$ cat src/rtl/ptw_pkg.sv
// constants for the periodic tick timer and watchdog block
`default_nettype none
package ptw_pkg;
    localparam int unsigned CLK_PERIOD_NS = 8;
    localparam int unsigned TICK_BASE_NS = 10000; // 10 us
    localparam int unsigned TICK_BASE_CYCLES = TICK_BASE_NS / CLK_PERIOD_NS;
    localparam int unsigned WDT_BASE_NS = 1000000; // 1 ms
    localparam int unsigned WDT_BASE_CYCLES = WDT_BASE_NS / CLK_PERIOD_NS;
    localparam int TICK_PRE_W = 11;
    localparam int WDT_PRE_W = 17;
    localparam logic [7:0] ADDR_TICK_INTERVAL = 8'hf6;
    localparam logic [7:0] ADDR_WDT_CSR = 8'hfb;
    localparam logic [7:0] INTERVAL_RESET = 8'h00;
    localparam logic [7:0] WDT_LIMIT = 8'h80; // 128 ms
    localparam logic [5:0] WDT_DISABLE_KEY = 6'h2a; // 101010
    localparam logic WDT_EN_RESET = 1'b1;
    localparam int WDT_KICK_BIT = 0;
    localparam int WDT_KEY_LSB = 1;
    localparam int WDT_KEY_MSB = 6;
    localparam int WDT_FLAG_BIT = 7;
endpackage
`default_nettype wire

$ cat src/rtl/ptw_timer.sv
// periodic tick timer and watchdog behind the core's register port
`default_nettype none
module ptw_timer #(
    parameter int unsigned WDT_BASE_CYCLES = ptw_pkg::WDT_BASE_CYCLES
) (
    input wire logic clk, // 125 mhz system clock
    input wire logic sys_rst, // power-up reset, sync, high
    input wire logic usb_rst, // usb bus reset, high
    input wire logic usb_reset_link_enable, // lets usb reset clear tick
    input wire logic tick_irq_enable, // tick interrupt enable bit
    input wire logic debug_enable, // debugger logic enabled
    input wire logic break_detect, // debugger break seen, pulse
    input wire logic jump_to_app, // jump-to-application done, pulse
    input wire logic [7:0] sfr_addr, // register address
    input wire logic sfr_wr, // write strobe, one cycle
    input wire logic sfr_rd, // read strobe, one cycle
    input wire logic [7:0] sfr_wdata, // write data
    output logic [7:0] sfr_rdata, // read data, one cycle after sfr_rd
    output logic tick_irq_line, // tick interrupt, one-cycle pulse
    output logic wdt_reset_out // watchdog reset to core, pulse
);
    localparam logic [ptw_pkg::TICK_PRE_W-1:0] TICK_PRE_LAST =
        ptw_pkg::TICK_PRE_W'(ptw_pkg::TICK_BASE_CYCLES - 1);
    localparam logic [ptw_pkg::WDT_PRE_W-1:0] WDT_PRE_LAST =
        ptw_pkg::WDT_PRE_W'(WDT_BASE_CYCLES - 1);

    logic [7:0] interval_reg, interval_next;
    logic [7:0] tcnt_reg, tcnt_next;
    logic [ptw_pkg::TICK_PRE_W-1:0] tpre_reg, tpre_next;
    logic irq_reg, irq_next;
    logic wdt_en_reg, wdt_en_next;
    logic susp_reg, susp_next;
    logic flag_reg, flag_next;
    logic [7:0] wcnt_reg, wcnt_next;
    logic [ptw_pkg::WDT_PRE_W-1:0] wpre_reg, wpre_next;
    logic wrst_reg, wrst_next;
    logic [7:0] rdata_reg, rdata_next;
    logic wr_tick, wr_csr, kick, key_hit, flag_clr, tick_clr;

    // decoded register writes
    assign wr_tick = sfr_wr && (sfr_addr == ptw_pkg::ADDR_TICK_INTERVAL);
    assign wr_csr = sfr_wr && (sfr_addr == ptw_pkg::ADDR_WDT_CSR);
    assign kick = wr_csr && sfr_wdata[ptw_pkg::WDT_KICK_BIT];
    assign key_hit = wr_csr && (sfr_wdata[ptw_pkg::WDT_KEY_MSB:
        ptw_pkg::WDT_KEY_LSB] == ptw_pkg::WDT_DISABLE_KEY);
    assign flag_clr = wr_csr && sfr_wdata[ptw_pkg::WDT_FLAG_BIT];
    // own watchdog reset always clears; usb reset only when linked
    assign tick_clr = wrst_reg || (usb_rst && usb_reset_link_enable);

    ////////////////////////////////////////////////////////////////////////
    // tick timer next state
    always_comb begin
        interval_next = interval_reg;
        tcnt_next = tcnt_reg;
        tpre_next = tpre_reg;
        irq_next = 1'b0;
        if (tick_clr) begin
            interval_next = ptw_pkg::INTERVAL_RESET;
            tcnt_next = ptw_pkg::INTERVAL_RESET;
            tpre_next = '0;
        end else if (wr_tick) begin
            // restart immediately, old count and timebase phase lost
            interval_next = sfr_wdata;
            tcnt_next = sfr_wdata;
            tpre_next = '0;
        end else if (interval_reg == ptw_pkg::INTERVAL_RESET) begin
            tpre_next = '0;
        end else if (tpre_reg == TICK_PRE_LAST) begin
            tpre_next = '0;
            if (tcnt_reg <= 8'h01) begin
                tcnt_next = interval_reg;
                irq_next = tick_irq_enable;
            end else begin
                tcnt_next = tcnt_reg - 8'h01;
            end
        end else begin
            tpre_next = tpre_reg + 1'b1;
        end
    end

    // tick timer registers
    always_ff @(posedge clk) begin
        if (sys_rst) begin
            interval_reg <= ptw_pkg::INTERVAL_RESET;
            tcnt_reg <= ptw_pkg::INTERVAL_RESET;
            tpre_reg <= '0;
            irq_reg <= 1'b0;
        end else begin
            interval_reg <= interval_next;
            tcnt_reg <= tcnt_next;
            tpre_reg <= tpre_next;
            irq_reg <= irq_next;
        end
    end

    ////////////////////////////////////////////////////////////////////////
    // watchdog next state; a disabled watchdog cannot be re-armed by
    // software, only power-up reset brings it back
    always_comb begin
        wdt_en_next = wdt_en_reg && !key_hit;
        susp_next = susp_reg;
        if (debug_enable && break_detect) begin
            susp_next = 1'b1;
        end else if (jump_to_app) begin
            susp_next = 1'b0;
        end
        // set wins over a clear in the same cycle
        flag_next = wrst_reg || (flag_reg && !flag_clr);
        wcnt_next = wcnt_reg;
        wpre_next = wpre_reg;
        wrst_next = 1'b0;
        if (kick || !wdt_en_reg) begin
            wcnt_next = '0;
            wpre_next = '0;
        end else if (wcnt_reg == ptw_pkg::WDT_LIMIT) begin
            wrst_next = 1'b1;
            wcnt_next = '0;
            wpre_next = '0;
        end else if (!susp_reg) begin
            if (wpre_reg == WDT_PRE_LAST) begin
                wpre_next = '0;
                wcnt_next = wcnt_reg + 8'h01;
            end else begin
                wpre_next = wpre_reg + 1'b1;
            end
        end
    end

    // watchdog registers; usb reset deliberately not wired in here
    always_ff @(posedge clk) begin
        if (sys_rst) begin
            wdt_en_reg <= ptw_pkg::WDT_EN_RESET;
            susp_reg <= 1'b0;
            flag_reg <= 1'b0;
            wcnt_reg <= '0;
            wpre_reg <= '0;
            wrst_reg <= 1'b0;
        end else begin
            wdt_en_reg <= wdt_en_next;
            susp_reg <= susp_next;
            flag_reg <= flag_next;
            wcnt_reg <= wcnt_next;
            wpre_reg <= wpre_next;
            wrst_reg <= wrst_next;
        end
    end

    ////////////////////////////////////////////////////////////////////////
    // read path; a read has no side effect on the watchdog
    always_comb begin
        rdata_next = '0;
        if (sfr_rd) begin
            case (sfr_addr)
                ptw_pkg::ADDR_TICK_INTERVAL: rdata_next = interval_reg;
                ptw_pkg::ADDR_WDT_CSR: begin
                    rdata_next[ptw_pkg::WDT_FLAG_BIT] = flag_reg;
                    rdata_next[ptw_pkg::WDT_KICK_BIT] = wdt_en_reg;
                end // key bits stay zero
                default: rdata_next = '0;
            endcase
        end
    end

    // read data register
    always_ff @(posedge clk) begin
        if (sys_rst) begin
            rdata_reg <= '0;
        end else begin
            rdata_reg <= rdata_next;
        end
    end

    assign sfr_rdata = rdata_reg;
    assign tick_irq_line = irq_reg;
    assign wdt_reset_out = wrst_reg;
endmodule // ptw_timer
`default_nettype wire

$ cat config.mk
export PLATFORM = sky130hd
export DESIGN_NAME = ptw_timer
export DESIGN_NICKNAME = d
export VERILOG_FILES = /design/src/rtl/ptw_pkg.sv /design/src/rtl/ptw_timer.sv
export SDC_FILE = /design/constraint.sdc
export NUM_CORES = 1
export LEC_CHECK = 0
export BUFFER_PORTS_ARGS = -buffer_cell sky130_fd_sc_hd__buf_2
export CAP_MARGIN = 25
export CORE_ASPECT_RATIO = 0.9
export CORE_MARGIN = 1
export CORE_UTILIZATION = 50
export DETAILED_ROUTE_END_ITERATION = 7
export HOLD_SLACK_MARGIN = 0.1
export PLACE_DENSITY_LB_ADDON = 0.1
export SETUP_SLACK_MARGIN = 0.05
export SLEW_MARGIN = 20
export SYNTH_ARGS = -nofsm -noshare
export SYNTH_HDL_FRONTEND = slang
export SYNTH_SLANG_ARGS = --single-unit
$ cat constraint.sdc
create_clock -name clk -period 2.4 [get_ports clk]
set_input_delay 0.48 -clock clk [delete_from_list [all_inputs] [get_ports clk]]
set_output_delay 0.48 -clock clk [all_outputs]
set_load 0.01 [all_outputs]
; Yosys cells after proc, flatten, opt, wreduce, memory -nomap -nowiden
; Cells that the tools add are included.
[classes]
n_addsub = 4
mul = 0
n_div = 0
magnitude_cmp = 1
eq_ne = 7
shifts = 0
muxes = 10
bitwise_logic = 5
n_reduce_logical = 27
[op_table]
columns = cell, count
row1 = $mux 8, 4
row2 = $eq 8x8->1 const B, 3
row3 = $add 17x1->17 const B, 1
row4 = $eq 17x17->1 const B, 1
row5 = $mux 17, 1
row6 = $add 11x1->11 const B, 1
row7 = $eq 11x11->1 const B, 1
row8 = $logic_and 1x1->1, 9
row9 = $add 8x1->8 const B, 1
row10 = $le 8x1->1 const B, 1
row11 = $logic_not 8->1, 1
row12 = $sub 8x1->8 const B, 1
row13 = $eq 6x6->1 const B, 1
row14 = $reduce_or 2->1, 3
row15 = $reduce_or 3->1, 2
row16 = $reduce_or 6->1, 1
row17 = $not 1->1, 5
row18 = $reduce_or 5->1, 1
row19 = $pmux 1 s2, 2
row20 = $reduce_and 2->1, 2
row21 = $reduce_bool 2->1, 2
row22 = $logic_not 1->1, 3
row23 = $logic_or 1x1->1, 3
row24 = $mux 1, 3
row25 = $ne 2x2->1 const B, 1
[word_totals]
regBits = 65
latchBits = 0
mem_bits_rw = 0
romBits = 0
input_bits = 26
output_inout_bits = 10
elab_cells = 66
memories = 0

; Longest topological paths before layout
; Gate-level depths: netlist of run 1.
[depth]
ltp_word = 6
depth_mapped = 10
ltp_nobuf = 7

; Worst setup path after synthesis of run 1
; Ideal clock, no wire load.
[synth_path]
kind = input-to-reg
startpoint = input port sfr_addr[7]
endpoint = register wpre_reg[7] in the netlist's numbering
setup_ps = 63
t_arrival_ps = 2061
required_time_ps = 2337
setup_slack_ps = 276
cell_stages = 10
n_path_buf = 5
path_cell_list = and4_4 buf_6 and4_4 buf_6 a211o_1 buf_6 or2_1 buf_6 buf_12 nor2_4
[synth_between]
elab_chain_cells = 5
[synth_lines]
columns = item, line_no
row1 = "start, declared", ptw_timer.sv:14  ; input wire logic [7:0] sfr_addr,
row2 = $eq 8x8->1, ptw_timer.sv:42  ; assign wr_csr = sfr_wr && (sfr_addr == ptw_pkg::ADDR_WDT_CSR);
row3 = $logic_and 1x1->1, ptw_timer.sv:42
row4 = $logic_and 1x1->1, ptw_timer.sv:43  ; assign kick = wr_csr && sfr_wdata[ptw_pkg::WDT_KICK_BIT];
row5 = $logic_or 1x1->1, ptw_timer.sv:112  ; if (kick || !wdt_en_reg) begin
row6 = $reduce_or 3->1 (no line), n/a
row7 = "end signal, assigned", ptw_timer.sv:143  ; wpre_reg <= wpre_next;
row8 = "end, declared", ptw_timer.sv:35  ; logic [ptw_pkg::WDT_PRE_W-1:0] wpre_reg, wpre_next;
; Every way passes these cells.
; A chain may end at the register's enable or synchronous reset.

; Worst setup path in the final report of run 1
[layout_path]
startpoint = register tpre_reg[0] in the netlist's numbering
endpoint = register tcnt_reg[0]
[layout_between]
elab_chain_cells = 3
[layout_lines]
columns = item, line_no
row1 = "start, declared", ptw_timer.sv:29  ; logic [ptw_pkg::TICK_PRE_W-1:0] tpre_reg, tpre_next;
row2 = "start signal, assigned", ptw_timer.sv:91  ; tpre_reg <= tpre_next;
row3 = $eq 11x11->1, ptw_timer.sv:68  ; end else if (tpre_reg == TICK_PRE_LAST) begin
row4 = $reduce_bool 2->1 (no line), n/a
row5 = $reduce_and 2->1 (no line), n/a
row6 = "end signal, assigned", ptw_timer.sv:85  ; tcnt_reg <= ptw_pkg::INTERVAL_RESET;
row7 = "end signal, assigned", ptw_timer.sv:90  ; tcnt_reg <= tcnt_next;
row8 = "end, declared", ptw_timer.sv:28  ; logic [7:0] tcnt_reg, tcnt_next;
; Every way passes these cells.

==> results.yml, run 1 <==
routing:
  viasPerCell: 5.364
  ant_nets: 0
  vias: 2655
  drt_iter0_drc: 120
  wirelength_mm: 6.610
  drt-pass1-iter-count: 4
  wl_per_cell_um: 13.35
  drc: 0
final_layout:
  utilization_pct: 59.44
  antennaDiodeCount: 0
  largest_register_ffs: 17
  drive_above_1_share_pct: 18.14
  fin_cells: 495
  fillerInstances: 582
  area_growth_pct: 14.82
  nNetsFinal: 438
die:
  die-area_um2: 6654
  rows: 27
  initial_utilization_pct: 51.77
  die-width_um: 85.87
  coreArea_um2: 6115
  die_h_um: 77.49
  ios: 36
global_routing:
  grt_usage_pct: 21.62
  grt_first_pass_wirelength_mm: 11.43
  antenna_found_initial: 0
  globalRouteOverflowTotal: 0
  grt_pass1_vias: 2464
  grt_max_degree: 19
setup_path:
  r2r_slack_ns: 0.24
  r2r-end: "tcnt_reg[0]$_SDFFE_PP0P_"
  cp_data_required_time_ns: 2.67
  worstSetupEndpointType: "flip-flop"
  cp-start-kind: "flip-flop"
  worst_ep_arrival_time_ns: 2.43
  rr_startpoint: "tpre_reg[0]$_SDFF_PP0_"
  worstPathMaxFanout: 7
  rr_worst_depth: 6
  crit_type: "flip-flop to flip-flop"
worst_hold_path:
  hold_class: "input port to flip-flop"
  hold_end: "tick_irq_line$_SDFF_PP0_"
  whs_path_depth: 2
  hp-start: "tick_irq_enable"
timing:
  max_freq_ghz: 0.4629
  hold_violations: 0
  rsz0062_at_grt: "no"
  tightest_slew_ns: 0.5864
  finalCritPeriodShare_pct: 90.01
  maxSlewViolCount: 0
  final.setup_skew_ns: 0.007606
  finalSetupTns_ns: 0
  setup_viol: 0
  slew_headroom_pct: 60.61
  fin_crit_ns: 2.160
  fin_hold_ws_ns: 0.3959
cts:
  root_buffer: "clkbuf_8"
  cts_buffers: 9
  insertion_delay_ns: 0.34
  clkSinkCount: 65
  holdBufCountCts: 0
  h-tree-depth: 3
  path_clk_slew_ns: 0.07
  clk_path_buf_depth: 2
  cts_setup_buffers: 0
  cts_resized: 0
  cts_tree: "built"
synthesis:
  synth_top_area_share_pct: 41.11
  synthArstFlopShare_pct: 0
  yosysSeqAreaShare_pct: 41.11
  synth_ff_type: "dfxtp_1"
  synth_area_leaders: "dfxtp_1 41%, nand2_1 5.0%, nor2_1 4.7%, xnor2_1 4.2%, xor2_1 3.9%"
  ys_warn_count: 0
  syn-num-nets: 393
  synth.top_cells.by_count: "65 x dfxtp_1, 42 x nand2_1, 40 x nor2_1"
  syn_inst: 360
  synth.ff_latch_count: 65
  synth_edf_count: 0
  syn_area_um2: 3166
  avgSynthCellArea_um2: 8.793
  yosysTopAreaCell: "dfxtp_1"
  yosysUniqueCellTypes: 51
  yosysMostFrequentCell: "dfxtp_1"
power:
  ir_worst_vdd_mv: 0.4179
  pwr-share-comb_pct: 4.2
  p_clk_share_pct: 44.9
  p_sw_share_pct: 21.07
  p_leak_nw: 1.362
  switchingPower_w: 0.0004519
  power.share.sequential_pct: 50.9
  power_density_nw_per_um2: 590.2
  p_int_w: 0.001693
place:
  io_buffers: 35
  post-dp-hpwl_mm: 4.889
  place_congestion: 0.8633
  place_inst: 481
status:
  status: "finished clean"
run:
  drv_cap: 0
-- worst max-delay path: stages, from the launching register on --
cell	delay, ns
dfxtp_1	0.42
ha_1	0.20
nor4b_1	0.26
nand4_1	0.31
or2_0	0.43
a211o_1	0.35
a21oi_1	0.13
-- cell families after synthesis --
family,Yosys count,synth area share (%)
and+or+nand+nor,181,32.06
DFF,65,41.11
AOI/OAI and AO/OA,56,11.27
xor gates and xnor gates,29,8.024
buffers and inverters,19,3.715
adders and majority gates,7,2.767
muxes,3,1.067
-- power groups by stage --
stage / clock network [W] / registers, W / logic [W]
after global placement: 0 / 0.00112 / 0.0000888
after floorplan: 0 / 0.00111 / 0.0000567
after global routing: 0.00104 / 0.00109 / 0.000102
after detailed placement: 0 / 0.00112 / 0.0000900
final: 0.000963 / 0.00109 / 0.0000903
after CTS: 0.000989 / 0.00109 / 0.0000906
-- worst max-delay path by stage --
stage                                       startpoint                  endpoint  cells after the start
after detailed placement        tpre_reg[0]$_SDFF_PP0_  tcnt_reg[0]$_SDFFE_PP0P_                      6
after floorplan                            sfr_addr[7]  wpre_reg[7]$_SDFFE_PP0N_                     10
after CTS                       tpre_reg[0]$_SDFF_PP0_  tcnt_reg[0]$_SDFFE_PP0P_                      6
after global routing            tpre_reg[0]$_SDFF_PP0_  tcnt_reg[0]$_SDFFE_PP0P_                      6
final                           tpre_reg[0]$_SDFF_PP0_  tcnt_reg[0]$_SDFFE_PP0P_                      6
after global placement    interval_reg[0]$_SDFFE_PP0P_  tcnt_reg[4]$_SDFFE_PP0P_                      5
-- cell type report --
cell class / instances / area [um2] / area share, %
Clock buffer: 10 / 127.6 / 3.511
Tap cell: 87 / 108.9 / 2.995
Inverter: 8 / 30.03 / 0.8262
Multi-Input combinational cell: 276 / 1747 / 48.06
Timing Repair Buffer: 45 / 250.2 / 6.885
Clock inverter: 4 / 70.07 / 1.928
Sequential cell: 65 / 1301 / 35.80
-- through the flow --
| step | power (W) | cell area [um2] | setup WS, ns |
|---|---|---|---|
| 5_1_grt | 0.002234 | 3635 | 0.07648 |
| 3_5_place_dp | 0.001206 | 3437 | 0.2850 |
| 3_3_place_gp | 0.001204 | 3437 | 0.4028 |
| 4_1_cts | 0.002171 | 3635 | 0.2227 |
| 6_report | 0.002145 | 3635 | 0.2398 |
| 2_1_floorplan | 0.001170 | 3166 | 0.2760 |
-- cells in the final DEF, fill, tap and decap left out, drive strengths merged, types with 3 or more instances in the layout --
cell type / count
dfxtp: 65
nor2: 50
buf: 45
nand2: 42
a21oi: 16
xnor2: 15
nand3: 15
xor2: 14
o21ai: 14
clkbuf: 10
nor3: 9
nor4: 9
inv: 8
nand4: 8
and3: 8
ha: 7
and4: 7
and2: 6
nand2b: 4
nor4b: 3
a211o: 3
nand4b: 3
nor2b: 3
o31ai: 3
a211oi: 3
a31oi: 3
mux2: 3
-- routing by layer --
metal	part of all wire (%)	global-route usage (%)
met1	48	27.95
met2	47	34.29
met5	0	0
met4	0.95	7.167
met3	3.7	6.489
Note: power is estimated with default switching activity, not from simulation.
==> run 2: changes to the inputs <==
--- a/config.mk
+++ b/config.mk
@@ -9,7 +9,7 @@
 export CAP_MARGIN = 25
 export CORE_ASPECT_RATIO = 0.9
 export CORE_MARGIN = 1
-export CORE_UTILIZATION = 50
+export CORE_UTILIZATION = 46
 export DETAILED_ROUTE_END_ITERATION = 7
 export HOLD_SLACK_MARGIN = 0.1
 export PLACE_DENSITY_LB_ADDON = 0.1
==> run 2 against run 1 <==
  * Worst setup slack gained 0.11 ns
  * Hold slack lost 0.00099 ns
  * Sequential share of layout area grew 0.20 points
  * Flip-flop and latch count is the same
  * Largest cell class unchanged
  * Highest routed layer unchanged
==> results.yml, run 2 (synthesis gave the netlist of run 1 again) <==
final_layout:
  fillerInstances: 643
  drive_above_1_share_pct: 17.65
  final_area_um2: 3615
  mostFrequentLayoutCells: "65 x dfxtp_1, 42 x nand2_1, 40 x nor2_1, 35 x buf_2, 16 x a21oi_1"
  area_growth_pct: 14.19
  largest_register_ffs: 17
  antennaDiodeCount: 0
  seq_area_um2: 1301
  multi_input_area_um2: 1747
  nNetsFinal: 436
  final_common_cell: "dfxtp_1"
cts:
  insertion_delay_ns: 0.34
  root_buffer: "clkbuf_8"
  cts_buffers: 9
  clkSinkCount: 65
  cts_tree: "built"
  h-tree-depth: 3
  holdBufCountCts: 0
  clk_path_buf_depth: 2
  cts_resized: 0
  cts_setup_buffers: 0
  path_clk_slew_ns: 0.07
global_routing:
  grt_pass1_vias: 2398
  grt_usage_pct: 20.57
  antenna_found_initial: 0
  globalRouteOverflowTotal: 0
  grt_first_pass_wirelength_mm: 11.30
  grt_max_degree: 19
power:
  power_density_nw_per_um2: 577.5
  ir_worst_vdd_mv: 0.3182
  p_leak_nw: 1.348
setup_path:
  r2r_slack_ns: 0.35
  cp-endpoint: "tcnt_reg[3]$_SDFFE_PP0P_"
  worstPathCellList: "ha_1 -> nor4b_1 -> nand4_1 -> nor2_1 -> a21boi_0 -> a22o_1"
  crit_start: "tpre_reg[0]$_SDFF_PP0_"
  cp_data_required_time_ns: 2.63
  rr_startpoint: "tpre_reg[0]$_SDFF_PP0_"
  worst_path_max_delay_cell: "nor2_1"
  worstPathMaxFanout: 7
  crit_type: "flip-flop to flip-flop"
  r2r-end: "tcnt_reg[3]$_SDFFE_PP0P_"
  worst_ep_arrival_time_ns: 2.27
  worstSetupEndpointType: "flip-flop"
  rr_worst_depth: 6
  max_stage_delay_ns: 0.42
  cp-start-kind: "flip-flop"
timing:
  final.setup_skew_ns: 0.01105
  slew_headroom_pct: 59.41
  max_freq_ghz: 0.4889
  fin_crit_ns: 2.045
  finalCritPeriodShare_pct: 85.22
  tightest_slew_ns: 0.6041
  maxSlewViolCount: 0
  hold_violations: 0
  rsz0062_at_grt: "no"
  finalSetupTns_ns: 0
  fin_hold_ws_ns: 0.3949
  setup_viol: 0
die:
  die-width_um: 89.44
  die_h_um: 80.70
  initial_utilization_pct: 47.81
  rows: 28
  die-area_um2: 7218
  ios: 36
  coreArea_um2: 6621
worst_hold_path:
  hold_class: "input port to flip-flop"
  whs_path_depth: 2
routing:
  drt-pass1-iter-count: 7
  drc: 0
  ant_nets: 0
  drt_iter0_drc: 97
  wirelength_mm: 6.720
  vias: 2682
  wl_per_cell_um: 13.49
  viasPerCell: 5.386
place:
  place_congestion: 0.8740
  post-dp-hpwl_mm: 4.821
  io_buffers: 35
  place_area_um2: 3426
run:
  drv_cap: 0
status:
  status: "finished clean"
-- run 2: cell types whose count changed in the layout (fill, tap and decap cells not counted) --
cell,change
buf_4,-2
bufinv_16,-1
clkbuf_1,+2
clkbuf_8,+1
-- run 2: area by class of cell --
class | count | share of cell area [%]
clock buffers | 13 | 4.119
well taps | 90 | 3.115
inverters | 8 | 0.8307
multi-input cells | 276 | 48.32
repair buffers | 43 | 6.507
flip-flops and latches | 65 | 36.00
clock inverters | 3 | 1.108
-- run 2: worst min path at each step --
stage                                               to  slack (ns)                  start
after floorplan                  wdt_en_reg$_SDFF_PP1_        0.43  wdt_en_reg$_SDFF_PP1_
after detailed placement         wdt_en_reg$_SDFF_PP1_        0.46  wdt_en_reg$_SDFF_PP1_
final                         tick_irq_line$_SDFF_PP0_        0.39        tick_irq_enable
after CTS                     tick_irq_line$_SDFF_PP0_        0.38        tick_irq_enable
after global routing      interval_reg[4]$_SDFFE_PP0P_        0.38           sfr_wdata[4]
after global placement           wdt_en_reg$_SDFF_PP1_        0.44  wdt_en_reg$_SDFF_PP1_
-- run 2: critical path: cells and delay by family (launching register included) --
kind | cells | cell delay [ns]
AO/OA/AOI/OAI | 2 | 0.41
adder cells (fa/ha/maj) | 1 | 0.17
flip-flops | 1 | 0.40
AND/OR/NAND/NOR | 3 | 0.96
-- run 2: power breakdown --
part	switching (W)	internal [W]	leakage, nW
Combinational	0.0000536	0.0000384	0.727
Sequential	0.00000530	0.00108	0.524
Clock	0.000400	0.000506	0.0974
Total	0.000459	0.00163	1.35
-- run 2: metal layers --
metal  GRT usage (%)  wire [um]
met1           27.25       3282
met5               0          0
met4           4.762         55
met3           6.886        257
met2           32.29       3124
-- run 2: through the flow --
step / cells / util (%) / power [W] / worst slack (ns)
floorplan: 360 / - / 0.001170 / 0.2760
global placement: 482 / 51.74 / 0.001206 / 0.4074
detailed placement: 482 / 51.74 / 0.001206 / 0.3258
CTS: 498 / 54.59 / 0.002113 / 0.3257
global route: 498 / 54.59 / 0.002173 / 0.08764
finish: 498 / 54.59 / 0.002088 / 0.3546
